$ cat config.mk
export PLATFORM = sky130hd
export DESIGN_NAME = imu_i2c_slave_port
export DESIGN_NICKNAME = d
export VERILOG_FILES = /design/src/core/imu_i2c_pkg.sv /design/src/core/i2c_pin_sync.sv /design/src/core/imu_i2c_slave_port.sv /design/src/core/imu_reg_mem.sv
export VERILOG_INCLUDE_DIRS = /design/src /design/src/core
export SDC_FILE = /design/constraint.sdc
export NUM_CORES = 2
export LEC_CHECK = 0
export BUFFER_PORTS_ARGS = -buffer_cell sky130_fd_sc_hd__buf_4
export CAP_MARGIN = 5
export CORE_AREA = 2 2 579 581
export CTS_CLUSTER_SIZE = 28
export DETAILED_ROUTE_END_ITERATION = 8
export DIE_AREA = 0 0 581 583
export GPL_ROUTABILITY_DRIVEN = 0
export PLACE_DENSITY = 0.69
export SLEW_MARGIN = 10
export SYNTH_ARGS = -nofsm -noshare
export SYNTH_HDL_FRONTEND = slang
export SYNTH_HIERARCHICAL = 1
export SYNTH_SLANG_ARGS = --single-unit
$ cat constraint.sdc
create_clock -name core_clk -period 9.93 [get_ports core_clk]
set_clock_uncertainty 0.05 [all_clocks]
set_input_delay 1.986 -clock core_clk [delete_from_list [all_inputs] [get_ports core_clk]]
set_output_delay 1.986 -clock core_clk [all_outputs]
set_load 0.01 [all_outputs]
$ cat src/core/imu_i2c_cfg.svh
`ifndef IMU_I2C_CFG_SVH
`define IMU_I2C_CFG_SVH

// =====================================================================
// Target addresses, low and high strap level
`define ACC_ADDR_LO     7'h18
`define ACC_ADDR_HI     7'h19
`define GYR_ADDR_LO     7'h68
`define GYR_ADDR_HI     7'h69

// =====================================================================
// Register pointer and watchdog configuration byte
`define PTR_RESET       8'h00
`define WDT_CFG_REG     8'h34
`define WDT_EN_BIT      2
`define WDT_SEL_BIT     1

// =====================================================================
// Timing
`define CLK_MHZ         100
`define WDT_SHORT_US    1000
`define WDT_LONG_US     50000
`define WDT_SHORT_CYC   (`WDT_SHORT_US * `CLK_MHZ)
`define WDT_LONG_CYC    (`WDT_LONG_US * `CLK_MHZ)
`define STRAP_SETTLE    2'h3

`endif

$ cat src/core/imu_i2c_pkg.sv
`default_nettype none

package imu_i2c_pkg;

  // ===================================================================
  // Which sensor answered
  typedef enum logic {
    SENS_ACC = 1'b0,
    SENS_GYR = 1'b1
  } sensor_t;

  // ===================================================================
  // Transaction sequencer
  typedef enum logic [3:0] {
    ST_IDLE      = 4'h0,
    ST_ADDR      = 4'h1,
    ST_ADDR_ACK  = 4'h2,
    ST_REG       = 4'h3,
    ST_REG_ACK   = 4'h4,
    ST_WDATA     = 4'h5,
    ST_WDATA_ACK = 4'h6,
    ST_RDATA     = 4'h7,
    ST_RACK      = 4'h8,
    ST_IGNORE    = 4'h9
  } seq_state_t;

  // ===================================================================
  // Register write seen on the bus
  typedef struct packed {
    sensor_t    sensor;
    logic [7:0] addr;
    logic [7:0] data;
  } reg_write_t;

endpackage

`default_nettype wire

$ cat src/core/i2c_pin_sync.sv
`default_nettype none

module i2c_pin_sync #(
  parameter int unsigned WIDTH = 4
) (
  input  wire logic             core_clk,
  input  wire logic             arst_n,
  input  wire logic [WIDTH-1:0] async_in,
  output logic      [WIDTH-1:0] sync_out
);

  logic [WIDTH-1:0] meta_q;

  // First stage feeds only the second stage
  always_ff @(posedge core_clk or negedge arst_n) begin
    if (!arst_n) begin
      meta_q   <= '1;
      sync_out <= '1;
    end else begin
      meta_q   <= async_in;
      sync_out <= meta_q;
    end
  end

endmodule

`default_nettype wire

$ cat src/core/imu_i2c_slave_port.sv
// Notes on behaviour
// - Target only, 7-bit addressing, no 10-bit
// - Accelerometer at 0x18, or 0x19 strapped high
// - Gyroscope at 0x68, or 0x69, own strap
// - Start/stop are SDA edges while SCL high
// - Stop right after start is not recognised
// - Receiver holds SDA low during ack clock
// - Write: address, register byte, data, all acked
// - Read: repeated start, then data from register
// - Master ack continues, nack ends, SDA released
// - Pointer increments after each byte read
// - Reads start at last written address, reset 0x00
// - Watchdog resets interface when device locks bus
// - Watchdog enable bit per sensor
// - Watchdog period 1 ms or 50 ms
`include "imu_i2c_cfg.svh"
`default_nettype none

module imu_i2c_slave_port #(
  parameter int unsigned WDT_SHORT_CYC = `WDT_SHORT_CYC,
  parameter int unsigned WDT_LONG_CYC  = `WDT_LONG_CYC
) (
  input  wire logic               core_clk,
  input  wire logic               arst_n,
  input  wire logic               serial_clock_pin,
  input  wire logic               serial_data_pin_in,
  output logic                    serial_data_pin_out,
  output logic                    serial_data_pin_oe,
  input  wire logic               acc_addr_strap,
  input  wire logic               gyr_addr_strap,
  output logic                    bus_busy,
  output imu_i2c_pkg::reg_write_t reg_write,
  output logic                    reg_write_valid,
  output logic                    wdt_fired
);
  import imu_i2c_pkg::*;

  localparam int unsigned WDW = $clog2(WDT_LONG_CYC + 1);
  localparam logic [WDW-1:0] WDT_SHORT_LIM = WDW'(WDT_SHORT_CYC - 1);
  localparam logic [WDW-1:0] WDT_LONG_LIM  = WDW'(WDT_LONG_CYC - 1);

  // ===================================================================
  // Pin synchronisers and edge detection
  logic [3:0] sync_w;
  logic       scl_s, sda_s, scl_prev_q, sda_prev_q;
  logic       scl_rise, scl_fall, start_det, stop_det;

  i2c_pin_sync #(
    .WIDTH (4)
  ) u_sync (
    .core_clk (core_clk),
    .arst_n   (arst_n),
    .async_in ({gyr_addr_strap, acc_addr_strap, serial_data_pin_in, serial_clock_pin}),
    .sync_out (sync_w)
  );

  assign scl_s = sync_w[0];
  assign sda_s = sync_w[1];

  always_ff @(posedge core_clk or negedge arst_n) begin
    if (!arst_n) begin
      scl_prev_q <= 1'b1;
      sda_prev_q <= 1'b1;
    end else begin
      scl_prev_q <= scl_s;
      sda_prev_q <= sda_s;
    end
  end

  assign scl_rise  = scl_s & ~scl_prev_q;
  assign scl_fall  = ~scl_s & scl_prev_q;
  assign start_det = scl_s & scl_prev_q & sda_prev_q & ~sda_s;
  assign stop_det  = scl_s & scl_prev_q & ~sda_prev_q & sda_s;

  // ===================================================================
  // Address straps, caught once after reset release
  logic [1:0] strap_cnt_q;
  logic       strap_done_q, acc_alt_q, gyr_alt_q;

  always_ff @(posedge core_clk or negedge arst_n) begin
    if (!arst_n) begin
      strap_cnt_q  <= 2'h0;
      strap_done_q <= 1'b0;
      acc_alt_q    <= 1'b0;
      gyr_alt_q    <= 1'b0;
    end else if (!strap_done_q) begin
      strap_cnt_q <= strap_cnt_q + 2'h1;
      if (strap_cnt_q == `STRAP_SETTLE) begin
        strap_done_q <= 1'b1;
        acc_alt_q    <= sync_w[2];
        gyr_alt_q    <= sync_w[3];
      end
    end
  end

  // Bit 1: hit, bit 0: sensor; only 7-bit compares exist
  function automatic logic [1:0] addr_match(input logic [6:0] a, input logic acc_alt,
                                            input logic gyr_alt);
    logic [6:0] acc_a;
    logic [6:0] gyr_a;
    acc_a = acc_alt ? `ACC_ADDR_HI : `ACC_ADDR_LO;
    gyr_a = gyr_alt ? `GYR_ADDR_HI : `GYR_ADDR_LO;
    if (a == acc_a) begin
      addr_match = {1'b1, SENS_ACC};
    end else if (a == gyr_a) begin
      addr_match = {1'b1, SENS_GYR};
    end else begin
      addr_match = 2'b00;
    end
  endfunction

  // ===================================================================
  // Sequencer
  seq_state_t state_q;
  logic [7:0] shift_q, ptr_q;
  logic [7:0] base_q [2];
  logic [3:0] cnt_q;
  sensor_t    sensor_q;
  logic       nack_q, saw_low_q, wdt_fire, stop_ok;
  logic [1:0] match_w;
  logic [7:0] rd_data_w;
  logic       byte_done, wr_fire;

  assign match_w   = addr_match(shift_q[7:1], acc_alt_q, gyr_alt_q);
  assign byte_done = scl_fall && (cnt_q == 4'h8);
  assign wr_fire   = (state_q == ST_WDATA) && byte_done;
  assign stop_ok   = stop_det && saw_low_q;

  // A clock low phase must separate start and stop
  always_ff @(posedge core_clk or negedge arst_n) begin
    if (!arst_n) begin
      saw_low_q <= 1'b0;
    end else if (start_det) begin
      saw_low_q <= 1'b0;
    end else if (scl_fall) begin
      saw_low_q <= 1'b1;
    end
  end

  always_ff @(posedge core_clk or negedge arst_n) begin
    if (!arst_n) begin
      bus_busy <= 1'b0;
    end else if (start_det) begin
      bus_busy <= 1'b1;
    end else if (stop_ok) begin
      bus_busy <= 1'b0;
    end
  end

  always_ff @(posedge core_clk or negedge arst_n) begin
    if (!arst_n) begin
      state_q  <= ST_IDLE;
      shift_q  <= 8'h00;
      cnt_q    <= 4'h0;
      sensor_q <= SENS_ACC;
      nack_q   <= 1'b0;
    end else if (wdt_fire) begin
      state_q <= ST_IDLE;
    end else if (start_det) begin
      state_q <= ST_ADDR;
      cnt_q   <= 4'h0;
    end else if (stop_ok) begin
      state_q <= ST_IDLE;
    end else begin
      case (state_q)
        ST_ADDR, ST_REG, ST_WDATA: begin
          if (scl_rise && cnt_q != 4'h8) begin
            shift_q <= {shift_q[6:0], sda_s};
            cnt_q   <= cnt_q + 4'h1;
          end else if (byte_done) begin
            if (state_q == ST_ADDR) begin
              if (match_w[1]) begin
                sensor_q <= sensor_t'(match_w[0]);
                state_q  <= ST_ADDR_ACK;
              end else begin
                state_q <= ST_IGNORE;
              end
            end else if (state_q == ST_REG) begin
              state_q <= ST_REG_ACK;
            end else begin
              state_q <= ST_WDATA_ACK;
            end
          end
        end
        ST_ADDR_ACK: begin
          if (scl_fall) begin
            cnt_q <= 4'h0;
            if (shift_q[0]) begin
              state_q <= ST_RDATA;
              shift_q <= rd_data_w;
            end else begin
              state_q <= ST_REG;
            end
          end
        end
        ST_REG_ACK: begin
          if (scl_fall) begin
            state_q <= ST_WDATA;
            cnt_q   <= 4'h0;
          end
        end
        ST_WDATA_ACK: begin
          // Single data byte per write; later bytes are left unacked
          if (scl_fall) begin
            state_q <= ST_IGNORE;
          end
        end
        ST_RDATA: begin
          if (scl_fall) begin
            if (cnt_q == 4'h7) begin
              state_q <= ST_RACK;
            end else begin
              shift_q <= {shift_q[6:0], 1'b0};
              cnt_q   <= cnt_q + 4'h1;
            end
          end
        end
        ST_RACK: begin
          if (scl_rise) begin
            nack_q <= sda_s;
          end else if (scl_fall) begin
            if (nack_q) begin
              state_q <= ST_IGNORE;
            end else begin
              state_q <= ST_RDATA;
              shift_q <= rd_data_w;
              cnt_q   <= 4'h0;
            end
          end
        end
        ST_IGNORE, ST_IDLE: begin
          state_q <= state_q;
        end
        default: begin
          state_q <= ST_IDLE;
        end
      endcase
    end
  end

  // ===================================================================
  // Register pointer and per-sensor read start address
  always_ff @(posedge core_clk or negedge arst_n) begin
    if (!arst_n) begin
      ptr_q     <= `PTR_RESET;
      base_q[0] <= `PTR_RESET;
      base_q[1] <= `PTR_RESET;
    end else if (!wdt_fire && !start_det && !stop_ok) begin
      if (state_q == ST_ADDR && byte_done && match_w[1]) begin
        ptr_q <= base_q[match_w[0]];
      end else if (state_q == ST_REG && byte_done) begin
        base_q[sensor_q] <= shift_q;
        ptr_q            <= shift_q;
      end else if (state_q == ST_RDATA && scl_fall && cnt_q == 4'h7) begin
        ptr_q <= ptr_q + 8'h01;
      end
    end
  end

  imu_reg_mem #(
    .AW (9),
    .DW (8)
  ) u_mem (
    .core_clk  (core_clk),
    .wr_en     (wr_fire),
    .wr_addr   ({sensor_q, ptr_q}),
    .wr_data   (shift_q),
    .rd_addr   ({sensor_q, ptr_q}),
    .rd_data_q (rd_data_w)
  );

  // ===================================================================
  // Write report and watchdog configuration capture
  logic [1:0] wdt_en_q, wdt_sel_q;

  always_ff @(posedge core_clk or negedge arst_n) begin
    if (!arst_n) begin
      reg_write       <= '0;
      reg_write_valid <= 1'b0;
    end else begin
      reg_write_valid <= wr_fire && !wdt_fire && !start_det && !stop_ok;
      if (wr_fire) begin
        reg_write <= '{sensor: sensor_q, addr: ptr_q, data: shift_q};
      end
    end
  end

  always_ff @(posedge core_clk or negedge arst_n) begin
    if (!arst_n) begin
      wdt_en_q  <= 2'b00;
      wdt_sel_q <= 2'b00;
    end else if (wr_fire && !wdt_fire && !start_det && !stop_ok && ptr_q == `WDT_CFG_REG) begin
      wdt_en_q[sensor_q]  <= shift_q[`WDT_EN_BIT];
      wdt_sel_q[sensor_q] <= shift_q[`WDT_SEL_BIT];
    end
  end

  // ===================================================================
  // SDA drive and bus watchdog
  logic           oe_d;
  logic [WDW-1:0] wdt_cnt_q;
  logic [WDW-1:0] wdt_lim;

  // Open drain: only ever pull low
  assign oe_d = (state_q == ST_ADDR_ACK) || (state_q == ST_REG_ACK) ||
                (state_q == ST_WDATA_ACK) || (state_q == ST_RDATA && !shift_q[7]);

  always_ff @(posedge core_clk or negedge arst_n) begin
    if (!arst_n) begin
      serial_data_pin_oe  <= 1'b0;
      serial_data_pin_out <= 1'b0;
    end else begin
      serial_data_pin_oe  <= oe_d && !wdt_fire;
      serial_data_pin_out <= 1'b0;
    end
  end

  // Counts only while the device itself holds SDA low
  assign wdt_lim  = wdt_sel_q[sensor_q] ? WDT_LONG_LIM : WDT_SHORT_LIM;
  assign wdt_fire = wdt_en_q[sensor_q] && serial_data_pin_oe && (wdt_cnt_q >= wdt_lim);

  always_ff @(posedge core_clk or negedge arst_n) begin
    if (!arst_n) begin
      wdt_cnt_q <= '0;
      wdt_fired <= 1'b0;
    end else begin
      wdt_fired <= wdt_fire;
      if (!serial_data_pin_oe || wdt_fire) begin
        wdt_cnt_q <= '0;
      end else if (wdt_cnt_q != '1) begin
        wdt_cnt_q <= wdt_cnt_q + WDW'(1);
      end
    end
  end
endmodule

`default_nettype wire

$ cat src/core/imu_reg_mem.sv
`default_nettype none

module imu_reg_mem #(
  parameter int unsigned AW = 9,
  parameter int unsigned DW = 8
) (
  input  wire logic          core_clk,
  input  wire logic          wr_en,
  input  wire logic [AW-1:0] wr_addr,
  input  wire logic [DW-1:0] wr_data,
  input  wire logic [AW-1:0] rd_addr,
  output logic      [DW-1:0] rd_data_q
);

  logic [DW-1:0] mem [2**AW];

  always_ff @(posedge core_clk) begin
    if (wr_en) begin
      mem[wr_addr] <= wr_data;
    end
  end

  // Registered read; uninitialised contents are not reset
  always_ff @(posedge core_clk) begin
    rd_data_q <= mem[rd_addr];
  end

endmodule

`default_nettype wire

Word-level counts from Yosys, hierarchy flattened. Memories as Yosys holds them, arrays and structs flattened. A register that Yosys moved wholly into a read port is not among the register bits. Cells that the tools add are included. W data, S select, Z words.

Memories kept: 1. Flip-flop bits (word level): 106. Memory bits (writable): 4096.

Memory list: u_mem.mem (words 512, bits a word 8, rd ports 1, clocked after memory_dff 1, wr ports 1, RTL line imu_reg_mem.sv:15) `logic [DW-1:0] mem [2**AW];`.

Equality and inequality tests: 43. Order comparisons: 6. Bitwise logic cells: 19. $add $sub $neg: 4. Mux-type cells: 69. Reductions and logical operators: 49.

Operators with widths (count): $mux W8 (15); $mux W4 (24); $mux W23 (3); $ne A5 B5 Y1 const B (8); $pmux W8 S4 (1); $pmux W4 S7 (1); $add A23 B1 Y23 const B (1); $ge A23 B23 Y1 (1); $ne A23 B23 Y1 const B (1); $logic_and A1 B1 Y1 (21); $eq A4 B3 Y1 const B (5); $reduce_and A10 Y1 (2); $ne A2 B2 Y1 const B (9); $ne A3 B3 Y1 const B (6); $bwmux W16 (1); $pmux W4 S4 (1); $mux W1 (15); $eq A4 B4 Y1 const B (3); $reduce_and A12 Y1 (1); $reduce_and A11 Y1 (1); $not A1 Y1 (10); $add A8 B1 Y8 const B (1); $demux W8 S1 (1); $eq A4 B2 Y1 const B (2); other kinds (33) (56).

Logic depth before layout (Yosys ltp).
Depth in word-level cells: 12. Gate-level depth with buffers: 12. Mapped depth without buffers: 10.

By module. The synthesis kept the hierarchy.

By module, submodules not included: imu_reg_mem (area each 159927.1 um^2, instances 1, cells each 8030); imu_i2c_slave_port (area each 5461.5 um^2, instances 1, cells each 533); i2c_pin_sync (area each 210.2 um^2, instances 1, cells each 8).

Worst setup path after synthesis. Ideal clock, no wire load.

Path type: reg-to-reg. Start: register shift_q[3]. End: register ptr_q[5]. Data arrival time: 8.083 ns. Path slack: 1.651 ns. Path buffers: 1. Stages on the path, launching flop included: 7. Cell sequence: dfrtp_1 nor3b_1 nand4_1 clkbuf_1 mux2_2 o221ai_1 a21oi_1.

Cells in the longest elaborated chain, start to end: 8. Elaborated cells between the ends (all ways): 12. Classes of those cells: eq/ne: 2; mux: 6; bitwise: 1; reduce/logical: 3.

Ends and longest elaborated chain: start, declared (RTL line imu_i2c_slave_port.sv:115) `logic [7:0] shift_q, ptr_q;`; start signal, assigned (RTL line imu_i2c_slave_port.sv:168) `shift_q <= {shift_q[6:0], sda_s};`; start signal, assigned (RTL line imu_i2c_slave_port.sv:190) `shift_q <= rd_data_w;`; start signal, assigned (RTL line imu_i2c_slave_port.sv:213) `shift_q <= {shift_q[6:0], 1'b0};`; $eq A7 B7 Y1 (RTL line imu_i2c_slave_port.sv:105) `end else if (a == gyr_a) begin`; $mux W2 (RTL line imu_i2c_slave_port.sv:105); $mux W2 (*) (RTL line imu_i2c_slave_port.sv:103) `if (a == acc_a) begin`; $not A1 Y2 (not written as such) (RTL line imu_i2c_slave_port.sv:250) `ptr_q <= base_q[match_w[0]];`; $mux W8 (not written as such) (3 in a row) (RTL line imu_i2c_slave_port.sv:250); $mux W8 (RTL line imu_i2c_slave_port.sv:249) `if (state_q == ST_ADDR && byte_done && match_w[1]) begin`; end signal, assigned (RTL line imu_i2c_slave_port.sv:250); end signal, assigned (RTL line imu_i2c_slave_port.sv:253) `ptr_q <= shift_q;`; end signal, assigned (RTL line imu_i2c_slave_port.sv:255) `ptr_q <= ptr_q + 8'h01;`; end, declared (RTL line imu_i2c_slave_port.sv:115).

Mark *: on every way between the ends. The rest lies on a longest branch, timed or not. The select of a mux whose other input is x is not followed. A chain may end at the register's enable or synchronous reset.

==> results.yml <==
status:
  status: "finished clean"
setup_path:
  rr_worst_depth: 9
  cp-start-kind: "flop"
  end_kind: "flop"
  cp.arrival_ns: 6.31
  crit_path_max_fanout: 114
  critical_path_class: "reg -> reg"
  cp_data_required_time_ns: 10.78
route:
  drt_pass1_iterations: 7
  route.antenna.remaining_nets: 0
  detail_route.wirelength_mm: 417
  wire_per_inst_um: 31.3
  drt-initial-drc-count: 11573
  drc: 0
  num_vias: 86758
  route.detailed.vias_per_inst: 6.50
global_routing:
  grt_start_max_net_pins: 241
  overflow: 0
  grt_use_met1_pct: 34.3
  grt_antenna_before_repair: 12
  globalRouteMet3Util_pct: 4.87
  grt_pass1_wl_mm: 603
  groute.usage.overall_pct: 24.2
  grtUsageMet2_pct: 37.9
  vias_in_the_first_global_route: 84969
  grt_most_used_layer: "met2"
synth:
  async_flop_share_pct: 2.52
  syn_area_cell_sq_um: 19.3
  synth_seq_cells: 4210
  sequential_area_share_after_synthesis_pct: 76.0
  syn_inst: 8571
  synth_area_sq_um: 166000
  yosysTopAreaCell: "edfxtp_1"
  ys_warn_count: 6
  number_of_distinct_library_cell_variants_in_the_gate_level_netlist_after_synthesis: 83
  synth_largest_type_area_fraction_pct: 74.3
  mappedNetlistNets: 8594
  yosys-top-cells-area: "edfxtp_1 (74%), mux4_2 (8.9%), mux2i_1 (4.9%)"
  synth_top_flop_cell: "edfxtp_1"
  synth-edff-count: 4096
die:
  core_area_sq_um: 332000
  std_cell_rows: 212
  ioPinCount: 28
  chipHeight_um: 583
  dieWidth_um: 581
  area_of_the_die_sq_um: 339000
  initial_utilization_pct: 49.8
timing:
  drv_slew: 0
  min_period_over_period_pct: 54.9
  final_critical_path_setup_slack_ns: 4.48
  setup-violations-final: 0
  timing.slew.headroom_pct: 3.71
  finalWorstPathRequiredPeriod_ns: 5.45
  finalHoldViolCount: 0
  transition_time_at_the_pin_with_the_least_slew_margin_ns: 1.44
  finalSetupTns_ns: 0
  grt_setup_unrepaired: "false"
  achievable-frequency_mhz: 183
  hold-worst-slack_ns: 0.306
clocking:
  clk-insertion-delay-late_ns: 0.95
  post-cts-setup-buffers: 0
  number_of_gates_resized_after_cts: 0
  numClockSinks: 4210
  worst_setup_hold_path_clk_slew_ns: 0.06
  cts_h_tree_depth: 5
  clockBufferDepth: 4
  cts-buffers-inserted: 404
  cts_root_buf: "clkbuf_16"
  post_cts_hold_buffer_count: 0
  tritoncts: "yes"
min_path:
  hp-class: "reg -> reg"
  min_path_cells: 0
place:
  buffer_ports.inserted: 26
  place_area_sq_um: 170000
  placed_cells_incl_taps: 12595
  post-place-ws_ns: 4.42
  hpwlAfterDp_mm: 245
layout:
  area.growth.synth_to_final_pct: 10.5
  finish.instance_area_sq_um: 183000
  final_core_util_pct: 55.1
  drive_above_1_share_pct: 17.3
  nets: 8637
  final-instance-count-excl-fill: 13345
flow_run:
  drv.max_cap_violation_count: 0
power:
  ir_worst_vdd_mv: 0.401
  fin_total_pwr_mw: 47.7
  power_density_nw_per_um2: 261
  leak_nw: 54.2
[report_power, final]
group / internal [mW] / switching (mW) / leakage [nW] / total, mW
sequential: 22.2 / 0.454 / 38.1 / 22.7
clock: 8.68 / 6.56 / 6.41 / 15.2
combinational: 3.21 / 6.62 / 9.64 / 9.83
[worst max-delay path, cell delays in order (launching register included)]
cell      delay (ns)
dfrtp_4         1.01
buf_4           0.50
buf_12          0.60
mux2i_1         0.17
o221ai_1        0.36
a21oi_1         0.18
nor4_1          1.07
nand4_1         0.62
nor4_1          0.44
o2111a_1        0.22
[worst paths after layout]
kind / startpoint / to / slack (ns)
hold / removal: u_sync/meta_q[0] / u_sync/sync_out[0] / 0.31
setup / recovery: ptr_q[0] / u_mem/rd_data_q[7] / 4.48
hold reg to reg: u_sync/meta_q[0] / u_sync/sync_out[0] / 0.31
setup reg to reg: ptr_q[0] / u_mem/rd_data_q[7] / 4.48
min in group asynchronous: arst_n / wdt_en_q[1] / 1.03
max in group asynchronous: arst_n / wdt_cnt_q[0] / 7.52
[registers in the layout, summed over array words and instances, names as in the netlist, 4 cells and up]
name             count
u_mem/mem         4096
wdt_cnt_q           23
reg_write           17
base_q              16
ptr_q                8
shift_q              8
u_mem/rd_data_q      8
cnt_q                4
state_q              4
u_sync/meta_q        4
u_sync/sync_out      4
[cells in the mapped netlist, drive strengths merged, types with 18 or more instances]
| cell | count |
|---|---|
| a211oi | 19 |
| a21oi | 212 |
| a22oi | 61 |
| and2 | 24 |
| buf | 253 |
| clkbuf | 284 |
| dfrtp | 96 |
| edfxtp | 4096 |
| inv | 18 |
| mux2 | 50 |
| mux2i | 807 |
| mux4 | 654 |
| nand2 | 152 |
| nand3 | 60 |
| nand4 | 41 |
| nor2 | 634 |
| nor3 | 126 |
| nor4 | 43 |
| o21ai | 145 |
| o221ai | 373 |
| o22ai | 165 |
| o31ai | 18 |
[cell families (layout without fill, tap and decap cells)]
group                      Yosys count  in the layout  synth area share (%)
muxes                             1511           1511                  14.1
AOI/OAI and AO/OA                 1080           1080                  4.59
DFF                               4210           4210                  76.0
and+or+nand+nor                   1174           1174                  3.18
buffers and inverters              556            939                  1.88
other                                1              5               0.00226
xor gates and xnor gates            22             22                 0.116
adders and majority gates           17             17                 0.128
[final cells by class]
cell class	count	area, sq um
Fill cell	24500	149000
Sequential cell	4210	126000
Multi-Input combinational cell	3805	36800
Clock buffer	482	10600
Tap cell	4387	5490
Clock inverter	264	2550
Timing Repair Buffer	174	1590
Inverter	19	78.8
Antenna cell	4	10.0
[routing by layer]
| metal | wire length, um | part of all wire [%] | up-vias |
|---|---|---|---|
| met2 | 197000 | 47 | 5062 |
| li1 | - | - | 35493 |
| met1 | 161000 | 39 | 45470 |
| met3 | 44700 | 11 | 727 |
| met4 | 14600 | 3.5 | 6 |
| met5 | 42 | 0.010 | - |
[cells in the final DEF, fill, tap and decap left out, types with 84 or more instances in the layout]
cell and instances:
a21oi_1 212, buf_4 150, clkbuf_16 412, clkinv_1 84, clkinv_2 87, edfxtp_1 4096, mux2i_1 807, mux4_2 654
nand2_1 138, nor2_1 632, nor3_1 123, o21ai_0 140, o221ai_1 372, o22ai_1 165
Power figures use the tool's default switching activity.
